[config.mk]
export PLATFORM = sky130hd
export DESIGN_NAME = shared_bus_host_flat
export DESIGN_NICKNAME = d
export VERILOG_FILES = /design/src/logic/shared_bus_pkg.sv /design/src/logic/shared_bus_if.sv /design/src/logic/shared_bus_host.sv /design/src/flat_wrapper.sv
export SDC_FILE = /design/constraint.sdc
export NUM_CORES = 1
export LEC_CHECK = 0
export ABC_CLOCK_PERIOD_IN_PS = 2500
export CAP_MARGIN = 5
export CELL_PAD_IN_SITES_DETAIL_PLACEMENT = 0
export CELL_PAD_IN_SITES_GLOBAL_PLACEMENT = 2
export CORE_MARGIN = 2
export CORE_UTILIZATION = 36
export DETAILED_ROUTE_END_ITERATION = 7
export DONT_BUFFER_PORTS = 1
export GPL_TIMING_DRIVEN = 0
export PLACE_DENSITY = 0.85
export SYNTH_ARGS = -nofsm -noshare
export SYNTH_HDL_FRONTEND = slang
export SYNTH_SLANG_ARGS = --single-unit
[constraint.sdc]
create_clock -name i_clk -period 2.5 [get_ports i_clk]
set_input_delay 0.125 -clock i_clk [delete_from_list [all_inputs] [get_ports i_clk]]
set_output_delay 0.125 -clock i_clk [all_outputs]
set_load 0.02 [all_outputs]
[src/logic/shared_bus_pkg.sv]
// Purpose: constants shared by both ends of the shared address/data bus
// Assumes: single clock, synchronous active-high reset
// Notes:   device end and host end meet in shared_bus_if
//
// What this block does
// select low: line n carries data bit n
// 8-bit mode: host holds line 8 low
// 16-bit address: line 8 is address bit 8
// 8-bit: lines 7..3 address first, ignored second
// 16-bit address: lines 7..2 address in one cycle
// 8-bit: line 2 is bit 2, then 10
// 8-bit: line 1 is bit 1, then 9
// 16-bit address: device ignores line 1
// data uses 16 lines, or low 8 lines
// 16-bit address: lines 15..12 byte enables, 11 ignored
// 8-bit: bits 7..0, then 10..8 on 2..0
// device toggles phase per 8-bit address write
package shared_bus_pkg;

  localparam int BUS_W   = 16;
  localparam int ADDR_W  = 11;
  localparam int BE_W    = 4;
  localparam int BE_LSB  = 12;
  localparam int LOW_W   = 8;
  localparam int HI_W    = 3;

  localparam logic [BUS_W-1:0]  BUS_RST  = 16'h0000;
  localparam logic [ADDR_W-1:0] ADDR_RST = 11'h000;
  localparam logic [BE_W-1:0]   BE_RST   = 4'h0;

  typedef enum logic {PHASE_FIRST, PHASE_SECOND} addr_phase_e;

endpackage

[src/logic/shared_bus_if.sv]
// Purpose: wire bundle between host end and device end
// Assumes: testbench resolves the shared wire from both enables
// Notes:   select and strobes are driven by the host only
interface shared_bus_if;
  import shared_bus_pkg::*;

  logic [BUS_W-1:0] host_bus_out;
  logic             host_bus_oe;
  logic [BUS_W-1:0] dev_bus_out;
  logic             dev_bus_oe;
  logic [BUS_W-1:0] bus_in;
  logic             addr_data_select;
  logic             wr_strobe;
  logic             rd_strobe;
  logic             mode_16bit;

  modport device (
    input  bus_in,
    input  addr_data_select,
    input  wr_strobe,
    input  rd_strobe,
    input  mode_16bit,
    output dev_bus_out,
    output dev_bus_oe
  );

  modport host (
    input  bus_in,
    output host_bus_out,
    output host_bus_oe,
    output addr_data_select,
    output wr_strobe,
    output rd_strobe,
    output mode_16bit
  );

endinterface

[src/logic/shared_bus_host.sv]
// Purpose: host end, drives address, data and, in 16-bit mode only, byte enables on the shared lines
// Assumes: one request per command pulse, o_busy low before next request
// Notes:   an 8-bit address takes two write cycles
module shared_bus_host
  import shared_bus_pkg::*;
(
  // clock and reset
  input  wire logic                         i_clk,
  input  wire logic                         i_sys_rst,
  input  wire logic                         i_clk_en,
  // link
  shared_bus_if.host                        bus,
  // user side
  input  wire logic                         i_mode_16bit,
  input  wire logic                         i_start,
  input  wire logic                         i_write,
  input  wire logic [shared_bus_pkg::ADDR_W-1:0] i_addr,
  input  wire logic [shared_bus_pkg::BE_W-1:0]   i_byte_lane_enables,
  input  wire logic [shared_bus_pkg::BUS_W-1:0]  i_wr_data,
  output logic      [shared_bus_pkg::BUS_W-1:0]  o_rd_data,
  output logic                              o_rd_valid,
  output logic                              o_busy
);
  import shared_bus_pkg::*;

  typedef enum logic [1:0] {S_IDLE, S_ADDR_HI, S_DATA} host_state_e;

  host_state_e               state;
  logic                      wr_op;
  logic [ADDR_W-1:0]         addr;
  logic [BE_W-1:0]           be;
  logic [BUS_W-1:0]          wdata;
  logic [BUS_W-1:0]          next_out;
  logic                      next_sel;
  logic                      next_wr;
  logic                      next_rd;

  // --------------------------------------------------------------
  // sequencer
  // --------------------------------------------------------------
  always_ff @(posedge i_clk)
  begin
    if (i_sys_rst)
    begin
      state <= S_IDLE;
      wr_op <= 1'b0;
      addr  <= ADDR_RST;
      be    <= BE_RST;
      wdata <= BUS_RST;
    end
    else if (i_clk_en)
    begin
      case (state)
        S_IDLE:
          if (i_start)
          begin
            wr_op <= i_write;
            addr  <= i_addr;
            be    <= i_byte_lane_enables;
            wdata <= i_wr_data;
            state <= i_mode_16bit ? S_DATA : S_ADDR_HI;
          end
        S_ADDR_HI:
          state <= S_DATA;
        S_DATA:
          state <= S_IDLE;
        default:
          state <= S_IDLE;
      endcase
    end
  end

  // --------------------------------------------------------------
  // line drive
  // --------------------------------------------------------------
  always_comb
  begin
    next_out = BUS_RST;
    next_sel = 1'b0;
    next_wr  = 1'b0;
    next_rd  = 1'b0;
    case (state)
      S_IDLE:
        if (i_start)
        begin
          next_sel = 1'b1;
          next_wr  = 1'b1;
          if (i_mode_16bit)
            next_out = {i_byte_lane_enables, 1'b0, i_addr[10:2], 2'h0};
          else
            next_out = {8'h00, i_addr[7:0]};
        end
      S_ADDR_HI:
      begin
        next_sel = 1'b1;
        next_wr  = 1'b1;
        next_out = {13'h0, addr[10:8]};
      end
      S_DATA:
      begin
        next_wr  = wr_op;
        next_rd  = ~wr_op;
        if (wr_op)
          next_out = i_mode_16bit ? wdata : {8'h00, wdata[LOW_W-1:0]};
      end
      default:
        next_out = BUS_RST;
    endcase
  end

  always_ff @(posedge i_clk)
  begin
    if (i_sys_rst)
    begin
      bus.host_bus_out     <= BUS_RST;
      bus.host_bus_oe      <= 1'b0;
      bus.addr_data_select <= 1'b0;
      bus.wr_strobe        <= 1'b0;
      bus.rd_strobe        <= 1'b0;
    end
    else if (i_clk_en)
    begin
      bus.host_bus_out     <= next_out;
      bus.host_bus_oe      <= next_wr;
      bus.addr_data_select <= next_sel;
      bus.wr_strobe        <= next_wr;
      bus.rd_strobe        <= next_rd;
    end
  end

  assign bus.mode_16bit = i_mode_16bit;

  // --------------------------------------------------------------
  // read return
  // --------------------------------------------------------------
  always_ff @(posedge i_clk)
  begin
    if (i_sys_rst)
    begin
      o_rd_data  <= BUS_RST;
      o_rd_valid <= 1'b0;
    end
    else if (i_clk_en)
    begin
      o_rd_valid <= bus.rd_strobe;
      if (bus.rd_strobe)
        o_rd_data <= i_mode_16bit ? bus.bus_in : {8'h00, bus.bus_in[LOW_W-1:0]};
    end
  end

  assign o_busy = (state != S_IDLE) | bus.wr_strobe | bus.rd_strobe;

endmodule

[src/flat_wrapper.sv]
// flat-port wrapper written by rule: the top's interface ports become plain ports
module shared_bus_host_flat import shared_bus_pkg::*;
  (i_clk, i_sys_rst, i_clk_en, i_mode_16bit, i_start, i_write, i_addr, i_byte_lane_enables, i_wr_data, o_rd_data, o_rd_valid, o_busy, bus_bus_in, bus_host_bus_out, bus_host_bus_oe, bus_addr_data_select, bus_wr_strobe, bus_rd_strobe, bus_mode_16bit);
  shared_bus_if bus_i ();
  input  wire logic i_clk;
  input  wire logic i_sys_rst;
  input  wire logic i_clk_en;
  input  wire logic i_mode_16bit;
  input  wire logic i_start;
  input  wire logic i_write;
  input  wire logic [shared_bus_pkg::ADDR_W-1:0] i_addr;
  input  wire logic [shared_bus_pkg::BE_W-1:0] i_byte_lane_enables;
  input  wire logic [shared_bus_pkg::BUS_W-1:0] i_wr_data;
  output logic      [shared_bus_pkg::BUS_W-1:0] o_rd_data;
  output logic o_rd_valid;
  output logic o_busy;
  input wire logic [$bits(bus_i.bus_in)-1:0] bus_bus_in;
  output wire logic [$bits(bus_i.host_bus_out)-1:0] bus_host_bus_out;
  output wire logic [$bits(bus_i.host_bus_oe)-1:0] bus_host_bus_oe;
  output wire logic [$bits(bus_i.addr_data_select)-1:0] bus_addr_data_select;
  output wire logic [$bits(bus_i.wr_strobe)-1:0] bus_wr_strobe;
  output wire logic [$bits(bus_i.rd_strobe)-1:0] bus_rd_strobe;
  output wire logic [$bits(bus_i.mode_16bit)-1:0] bus_mode_16bit;
  assign bus_i.bus_in = bus_bus_in;
  assign bus_host_bus_out = bus_i.host_bus_out;
  assign bus_host_bus_oe = bus_i.host_bus_oe;
  assign bus_addr_data_select = bus_i.addr_data_select;
  assign bus_wr_strobe = bus_i.wr_strobe;
  assign bus_rd_strobe = bus_i.rd_strobe;
  assign bus_mode_16bit = bus_i.mode_16bit;
  shared_bus_host u_core (.i_clk(i_clk), .i_sys_rst(i_sys_rst), .i_clk_en(i_clk_en), .bus(bus_i), .i_mode_16bit(i_mode_16bit), .i_start(i_start), .i_write(i_write), .i_addr(i_addr), .i_byte_lane_enables(i_byte_lane_enables), .i_wr_data(i_wr_data), .o_rd_data(o_rd_data), .o_rd_valid(o_rd_valid), .o_busy(o_busy));
endmodule
==> results of run 1 <==
-- report_power, final --
group | internal, uW | switching, uW
Clock | 459 | 358
Sequential | 953 | 34.4
Combinational | 101 | 108
-- kinds of logic after synthesis --
logic type | Yosys count
flops | 58
compound gates | 79
buf+inv | 28
simple gates | 138
-- flip-flops by register name, indices dropped and copies added, names as in the netlist --
name / flops
u_core.bus.host_bus_out: 16
u_core.o_rd_data: 16
u_core.wdata: 16
u_core.addr: 3
u_core.state: 2
u_core.bus.addr_data_select: 1
u_core.bus.host_bus_oe: 1
u_core.bus.rd_strobe: 1
u_core.o_rd_valid: 1
u_core.wr_op: 1
-- synthesized netlist by cell type --
master and instances:
buf_4 7, clkbuf_2 1, and2_1 1, buf_1 2
dfxtp_1 58, clkbuf_1 8, and4bb_2 1, nand3_1 8
and3b_1 14, o21ai_0 15, nor4b_4 1, nand2b_1 1
nor4bb_1 1, a21oi_1 56, nor2b_1 3, nor2_1 5
nand2_1 84, and2b_1 1, and3_1 12, a222oi_1 2
nand4bb_1 1, inv_2 1, buf_2 7, nor3_1 1
a211o_1 1, a31oi_1 2, or4_1 1, a21o_1 2
buf_6 2, nand4_1 1, nand3b_1 1, a2bb2oi_1 1
or3_1 1
-- worst max-delay path by stage --
stage,startpoint,endpoint,cells past startpoint
after detailed placement,u_core.state[1],u_core.bus.host_bus_out[6],5
after CTS,u_core.state[1],u_core.bus.host_bus_out[1],7
after global placement,u_core.state[1],u_core.bus.host_bus_out[6],5
after global routing,u_core.state[1],u_core.bus.host_bus_out[1],7
after floorplan,u_core.state[0],o_busy,2
final,u_core.state[1],u_core.bus.host_bus_out[1],7
-- cell usage in the layout (no fill, tap or decap), drive strengths merged, types with 2 or more instances in the layout --
master,count
a21o,2
a21oi,56
a222oi,2
a31oi,2
and3,12
and3b,14
buf,18
clkbuf,22
clkinv,2
dfxtp,58
dlygate4sd3,43
nand2,84
nand3,8
nor2,5
nor2b,3
o21ai,15
-- layout make-up --
type                    count  area (um^2)
clock buffers              13          179
flip-flops and latches     58         1160
inverters                   1         3.75
multi-input cells         217         1120
clock inverters             2         10.0
plain buffers              27          153
fillers                   690         3300
well taps                  77         96.3
repair buffers             43          430
-- worst max-delay path: cells and delay by family, from the launching register on --
family,cells,cell delay [ns]
buf+inv,4,1.42
simple gates,2,0.39
flops,1,0.32
compound gates,1,0.14
-- routing by layer --
metal	global-route usage	vias to the layer above	routed length, um
li1	-	1139	-
met3	0.0610	10	532
met5	0	-	0
met4	0.0767	0	110
met2	0.303	75	3280
met1	0.277	1048	3310
-- per-stage QoR --
stage	hold slack, ns	total power [uW]	setup WS [ns]	utilization
after floorplan	0.261	1120	1.25	-
after global placement	0.263	1160	1.11	0.392
after detailed placement	0.268	1160	1.10	0.392
after CTS	0.0219	2030	0.218	0.488
after global routing	0.0655	2100	0.0343	0.488
final	0.0246	2010	0.165	0.488
==> summary.md, run 1 <==
| Metric | Value |
|---|---|
| Period utilization | `0.934` |
| Final TNS setup | `0 ns` |
| Nets | `410` |
| CP max stage delay | `0.57 ns` |
| DRT iter0 DRCs | `110` |
| Initial antenna violation count | `0` |
| Chip width | `86.3 um` |
| Largest family of logic cells by synthesized area | `simple AND/OR/NAND/NOR gates` |
| Worst path most repeated cell | `dlygate4sd3_1` |
| Chip Height | `86.3 um` |
| Clk_lat worst skew | `0.34 ns` |
| Hold Path Class | `in2reg` |
| Total of max-cap violations | `0` |
| Vias in the first global route | `2,152` |
| Hold buffer count at cts | `43` |
| Vias | `2,272` |
| Bufs on Longest Clock Path | `2` |
| Final Max Tran Viols | `0` |
| VDD IR max | `0.000327 V` |
| Crit Path Class | `reg2reg` |
| Simple-Gate Fraction of Synth Area | `0.287` |
| Seq/Total Area, Yosys | `0.476` |
| Worst reg2reg path endpoint | `u_core.bus.host_bus_out[1]` |
| Synth Area in Adders | `0` |
| Site row count | `29` |
| Netlist cell types | `33` |
| Num CTS Buffers | `9` |
| DP Area | `2530 um^2` |
| CTS H-tree lvls | `3` |
| Syn_nets | `356` |
| Number of diodes | `0` |
| Post-DP HPWL | `4.86 mm` |
| Synth Area in Compound Gates | `0.172` |
| Post-synthesis mux area share | `0` |
| Relative slew slack | `0.622` |
| Outcome | `completed` |
| Vias per Instance | `5.19` |
| I/O Buffers | `0` |
| Cells after Synth | `303` |
| Post-Syn Area | `2440 um^2` |
| Io pins | `92` |
| Pwr per Cell Area | `638 nW/um^2` |
| CP Capture Type | `flip-flop` |
| GR Overflow Total | `0` |
| Die area | `7450 um^2` |
| Tmin final | `2.34 ns` |
| Worst-path clk slew | `0.07 ns` |
| Finished Layout Cells | `438` |
| Hold path start | `i_mode_16bit` |
| Slowest CP cell | `dlygate4sd3_1` |
| Final hold violation count | `0` |
| CP Max Fanout | `10` |
| WL/cell | `16.5 um` |
| Measured slew at the worst slew-check pin | `0.566 ns` |
| Area Overhead vs Synth | `29.3%` |
| Endpoints failing setup | `0` |
| Placer Congestion | `0.781` |
| Clock Skew | `0.00992 ns` |
| Dpl cells | `380` |
| R2R depth | `7` |
| Post-synth top area cell | `dfxtp_1` |
| Routed WL | `7.24 mm` |
| DRC Markers | `0` |
| XOR/XNOR Fraction of Synth Area | `0` |
| Type of origin of the critical path | `flip-flop` |
| Post-route cell area | `3150 um^2` |
| Worst Hold End | `u_core.state[1]` |
| Synth top area cells | `dfxtp_1, nand2_1, a21oi_1, and3b_1, and3_1` |
| Core area | `6460 um^2` |
| Drt pass-1 iters | `4` |
| WP data required | `2.79 ns` |
| Post-synthesis average cell area | `8.05 um^2` |
| CTS-repair resized insts | `0` |
| Largest net degree at the start of global routing | `11` |
| Hold path depth | `3` |
| Synth top area share | `0.476` |
| Share of cells above drive strength 1 | `0.0970` |
| All-Layer GR Usage | `0.203` |
| Synthesized flop and latch total | `58` |
| RSZ-0062 raised after global routing | `false` |
| CTS tree | `done` |
| Initial Util | `0.378` |
| Postcts setup bufs | `0` |
| Worst EP arrival | `2.62 ns` |
| Crit-path cells | `buf_6 -> buf_4 -> nor4b_4 -> nand2_1 -> dlygate4sd3_1 -> a21oi_1 -> dlygate4sd3_1` |
| CTS Root Cell | `clkbuf_8` |
| Critical R2R Launch | `u_core.state[1]` |
| Global-route wire length before repair | `11.4 mm` |
| Warnings from Yosys | `0` |
| Fmax | `428 MHz` |
| CTS sink cnt | `58` |
| Post-DRT Antenna Nets | `0` |
| R2r setup slk | `0.16 ns` |
| Leak Pwr | `0.00122 uW` |
Power figures use the tool's default switching activity.
==> run 2, diff against run 1 <==
CELL_PAD_IN_SITES_GLOBAL_PLACEMENT = 1   (was 2)
CORE_UTILIZATION = 47   (was 36)
PLACE_DENSITY = 0.86   (was 0.85)
==> run 2 against run 1 <==
Effect of this change:
- clock skew is 0.00062 ns higher
- cell count is 1.4% lower
- register-to-register slack hardly changed
- critical path type unchanged
- sequential share of layout area is 0.46 points lower
- flip-flop and latch count stayed put
==> summary.md, run 2 (same netlist as run 1, synthesis figures left out) <==
| Metric | Value |
|---|---|
| Final TNS setup | `0 ns` |
| CP max stage delay | `0.57 ns` |
| Worst EP arrival | `2.62 ns` |
| Share of cells above drive strength 1 | `0.0994` |
| Final hold violation count | `0` |
| Measured slew at the worst slew-check pin | `0.538 ns` |
| I/O Buffers | `0` |
| Gate power share | `0.094` |
| DRC Markers | `0` |
| Dpl cells | `373` |
| VDD IR max | `0.000566 V` |
| Num CTS Buffers | `9` |
| Final Max Tran Viols | `0` |
| CP Max Fanout | `10` |
| Routed WL | `6.94 mm` |
| Chip width | `76.0 um` |
| Nets | `410` |
| Area Overhead vs Synth | `31.0%` |
| Crit-path cells | `buf_6 -> buf_4 -> nor4b_4 -> nand2_1 -> dlygate4sd3_1 -> a21oi_1 -> dlygate4sd3_1` |
| Finished Layout Cells | `432` |
| Crit Path Class | `reg2reg` |
| Final core occ | `0.633` |
| Post-DP HPWL | `4.47 mm` |
| Final setup margin | `0.161 ns` |
| GR Overflow Total | `0` |
| CP Capture Type | `flip-flop` |
| Tmin final | `2.34 ns` |
| Vias in the first global route | `2,284` |
| Total of max-cap violations | `0` |
| Outcome | `completed` |
| Site row count | `26` |
| Global-route wire length before repair | `11.2 mm` |
| Largest net degree at the start of global routing | `11` |
| Bufs on Longest Clock Path | `2` |
| Seq pwr share | `0.447` |
| Pwr per Cell Area | `692 nW/um^2` |
| Period utilization | `0.935` |
| Clk pwr share | `0.459` |
| Worst-path clk slew | `0.06 ns` |
| Leak Pwr | `0.00124 uW` |
| Drt pass-1 iters | `4` |
| Commonest non-fill, non-tap cell in the layout | `nand2_1` |
| DP Worst Slack | `1.12 ns` |
| Core area | `5040 um^2` |
| Vias | `2,327` |
| WP data required | `2.78 ns` |
| All-Layer GR Usage | `0.245` |
| Worst path most repeated cell | `dlygate4sd3_1` |
| Initial Util | `0.484` |
| Initial antenna violation count | `0` |
| Most frequent cells in the layout | `nand2_1, dfxtp_1, a21oi_1, dlygate4sd3_1, o21ai_0` |
| Slowest CP cell | `dlygate4sd3_1` |
| Biggest regs | `u_core.bus.host_bus_out x16, u_core.o_rd_data x16, u_core.wdata x16` |
| Die area | `5780 um^2` |
| RSZ-0062 raised after global routing | `false` |
| Relative slew slack | `0.641` |
| Placer Congestion | `0.881` |
| Pint | `1700 uW` |
| Post-DRT Antenna Nets | `0` |
| Clock Skew | `0.0105 ns` |
| CTS sink cnt | `58` |
| Fmax | `428 MHz` |
| Io pins | `92` |
| Vias per Instance | `5.39` |
| WL/cell | `16.1 um` |
| Postcts setup bufs | `0` |
| CTS H-tree lvls | `3` |
| Switch share | `0.233` |
| P_sw | `515 uW` |
| Type of origin of the critical path | `flip-flop` |
| DRT iter0 DRCs | `121` |
| CTS Root Cell | `clkbuf_8` |
| Clk_lat worst skew | `0.34 ns` |
| Hold Path Class | `in2reg` |
| Chip Height | `76.0 um` |
| CTS tree | `done` |
| Number of diodes | `0` |
| Endpoints failing setup | `0` |
## run 2: cell types whose count changed in the layout (fill, tap and decap cells not counted)
cell        previous run  this run
clkinv_2               2         1
clkbuf_8              13        12
bufinv_16              0         2
clkinvlp_4             0         1
## run 2: worst paths after layout
kind / startpoint / end / slack, ns / cells after the start
setup reg to reg: u_core.state[1] / u_core.bus.host_bus_out[0] / 0.16 / 7
hold reg to reg: u_core.wdata[8] / u_core.wdata[8] / 0.46 / 2
hold / removal: i_mode_16bit / u_core.state[1] / 0.04 / 3
setup / recovery: u_core.state[1] / u_core.bus.host_bus_out[0] / 0.16 / 7
## run 2: routing by layer
metal / up-vias / routed length (um) / track usage
li1: 1141 / - / -
met1: 1081 / 3040 / 0.320
met2: 90 / 3180 / 0.386
met3: 15 / 555 / 0.0604
met4: 0 / 152 / 0.115
met5: - / 0 / 0
## run 2: through the flow
stage	instance area [um^2]	hold slack [ns]	power, uW
after CTS	3190	0.0348	2210
after detailed placement	2530	0.269	1160
final	3190	0.0387	2210
after global routing	3190	0.0683	2280
after global placement	2530	0.263	1160
after floorplan	2440	0.261	1120
## run 2: power groups by stage
stage | registers (uW) | logic (uW) | clock network [uW]
after floorplan | 1000 | 119 | 0
after global placement | 1010 | 150 | 0
after detailed placement | 1010 | 151 | 0
after CTS | 987 | 204 | 1020
after global routing | 990 | 228 | 1070
final | 988 | 207 | 1020
## run 2: cell type report
class | instances | area, um^2
fillers | 465 | 1850
flip-flops and latches | 58 | 1160
multi-input cells | 217 | 1120
repair buffers | 43 | 430
clock buffers | 12 | 165
plain buffers | 27 | 153
well taps | 70 | 87.6
clock inverters | 4 | 72.6
inverters | 1 | 3.75
## run 2: repair_timing
| action | in CTS | in global routing |
|---|---|---|
| hold endpoints to repair | 39 | 0 |
| hold buffers | 43 | 0 |
| gates resized for setup | 0 | 0 |
## run 2: critical path: cells and delay by family (launching register included)
kind,cells,cell delay [ns]
compound gates,1,0.17
buf+inv,4,1.44
flops,1,0.31
simple gates,2,0.36
==> run 3, diff against run 2 <==
ABC_CLOCK_PERIOD_IN_PS = 2800   (was 2500)
CTS_CLUSTER_DIAMETER = 50   (was default)
clock period = 2.8 ns   (was 2.5 ns; I/O delays follow)
==> run 3 against run 2 <==
Effect of this change:
- clock power shrank 11%
- fmax grew 1.6%
- final area shrank 0.31%
- combinational power shrank 12%
- core utilization shrank 0.20 points
- routed wire length shrank 1.0%
- die area is the same
- critical path type unchanged
- critical endpoint unchanged
==> summary.md, run 3 (same netlist as run 1, synthesis figures left out) <==
| Metric | Value |
|---|---|
| Worst Hold End | `u_core.bus.host_bus_out[2]` |
| Pwr per Cell Area | `619 nW/um^2` |
| Num CTS Buffers | `9` |
| Hold path depth | `3` |
| Routed WL | `6.86 mm` |
| Io pins | `92` |
| Nets | `409` |
| Chip width | `76.0 um` |
| Site row count | `26` |
| Vias | `2,320` |
| Final TNS setup | `0 ns` |
| VDD IR max | `0.000504 V` |
| Number of diodes | `0` |
| WP data required | `3.08 ns` |
| Post-DRT Antenna Nets | `0` |
| Postcts setup bufs | `0` |
| Dpl cells | `373` |
| Final setup margin | `0.499 ns` |
| Outcome | `completed` |
| Final Max Tran Viols | `0` |
| RSZ-0062 raised after global routing | `false` |
| DRC Markers | `0` |
| R2r setup slk | `0.50 ns` |
| Worst EP arrival | `2.58 ns` |
| Global-route wire length before repair | `11.2 mm` |
| CP Capture Type | `flip-flop` |
| Critical R2R Launch | `u_core.state[1]` |
| Commonest non-fill, non-tap cell in the layout | `nand2_1` |
| GR Overflow Total | `0` |
| Biggest regs | `u_core.bus.host_bus_out x16, u_core.o_rd_data x16, u_core.wdata x16` |
| Fmax | `435 MHz` |
| Core area | `5040 um^2` |
| Largest net degree at the start of global routing | `11` |
| Relative slew slack | `0.636` |
| Share of cells above drive strength 1 | `0.0997` |
| CP Max Fanout | `10` |
| Clock Skew | `0.0109 ns` |
| CTS Root Cell | `clkbuf_8` |
| DRT iter0 DRCs | `144` |
| Most frequent cells in the layout | `nand2_1, dfxtp_1, a21oi_1, dlygate4sd3_1, o21ai_0` |
| DP Worst Slack | `1.42 ns` |
| Drt pass-1 iters | `4` |
| Vias in the first global route | `2,267` |
| Endpoints failing setup | `0` |
| Bufs on Longest Clock Path | `2` |
| Finished Layout Cells | `431` |
| Initial antenna violation count | `0` |
| CTS H-tree lvls | `3` |
| CTS sink cnt | `58` |
| Area Overhead vs Synth | `30.6%` |
| Post-DP HPWL | `4.47 mm` |
| I/O Buffers | `0` |
| Min Hold Slack | `0.000187 ns` |
| Clk_lat worst skew | `0.34 ns` |
| All-Layer GR Usage | `0.244` |
| CTS-repair resized insts | `0` |
| Tmin final | `2.30 ns` |
| R2R depth | `7` |
| CTS tree | `done` |
| Period utilization | `0.822` |
| Worst-path clk slew | `0.07 ns` |
| Crit Path Class | `reg2reg` |
| WL/cell | `15.9 um` |
| Initial Util | `0.484` |
| Worst reg2reg path endpoint | `u_core.bus.host_bus_out[0]` |
| Measured slew at the worst slew-check pin | `0.546 ns` |
| Total of max-cap violations | `0` |
| Hold path start | `i_sys_rst` |
| Vias per Instance | `5.38` |
| Final hold violation count | `0` |
| Type of origin of the critical path | `flip-flop` |
| Die area | `5780 um^2` |
| Hold Path Class | `in2reg` |
| Chip Height | `76.0 um` |
| Leak Pwr | `0.00123 uW` |
| Placer Congestion | `0.881` |
-- run 3: cell count changes in the layout (fill, tap and decap cells not counted), sizes merged --
cell / before / now
dlygate4sd3: 43 / 42
-- run 3: worst max-delay path by stage --
stage / start / slack [ns] / depth (start not counted) / end
finish: u_core.state[1] / 0.50 / 7 / u_core.bus.host_bus_out[0]
global route: u_core.state[1] / 0.40 / 7 / u_core.bus.host_bus_out[0]
CTS: u_core.state[1] / 0.55 / 7 / u_core.bus.host_bus_out[0]
detailed placement: u_core.state[1] / 1.42 / 5 / u_core.bus.host_bus_out[8]
global placement: u_core.state[0] / 1.45 / 2 / o_busy
floorplan: u_core.state[0] / 1.53 / 2 / o_busy
-- run 3: final cells by class --
class | instances | area, um^2
clock inverter | 4 | 72.6
buffer | 27 | 153
inverter | 1 | 3.75
fill | 466 | 1860
multi-input combinational | 217 | 1120
clock buffer | 12 | 165
timing repair buffer | 42 | 420
sequential | 58 | 1160
tap | 70 | 87.6
-- run 3: stage by stage --
| stage | utilization | total power [uW] | area [um^2] |
|---|---|---|---|
| global placement | 0.501 | 1030 | 2530 |
| finish | 0.632 | 1970 | 3180 |
| floorplan | - | 1000 | 2440 |
| CTS | 0.632 | 1980 | 3180 |
| global route | 0.632 | 2040 | 3180 |
| detailed placement | 0.501 | 1040 | 2530 |
-- run 3: layer usage --
layer	share of wire	global-route usage
met1	0.45	0.320
met2	0.46	0.383
met3	0.068	0.0604
met4	0.024	0.113
met5	0	0
-- run 3: where the power goes --
part | internal (uW) | switching, uW | total (uW)
Clock | 572 | 333 | 906
Sequential | 851 | 31.0 | 882
Combinational | 89.1 | 94.0 | 183
-- run 3: what timing repair did --
| action | CTS | global route |
|---|---|---|
| setup endpoints to repair | 0 | 0 |
| hold buffers | 42 | 0 |
| hold endpoints to repair | 38 | 0 |
-- run 3: worst max-delay path: stages, from the launching register on --
cell and delay [ns]:
dfxtp_1 0.32, buf_6 0.13, buf_4 0.16, nor4b_4 0.27, nand2_1 0.08, dlygate4sd3_1 0.57
a21oi_1 0.16, dlygate4sd3_1 0.56
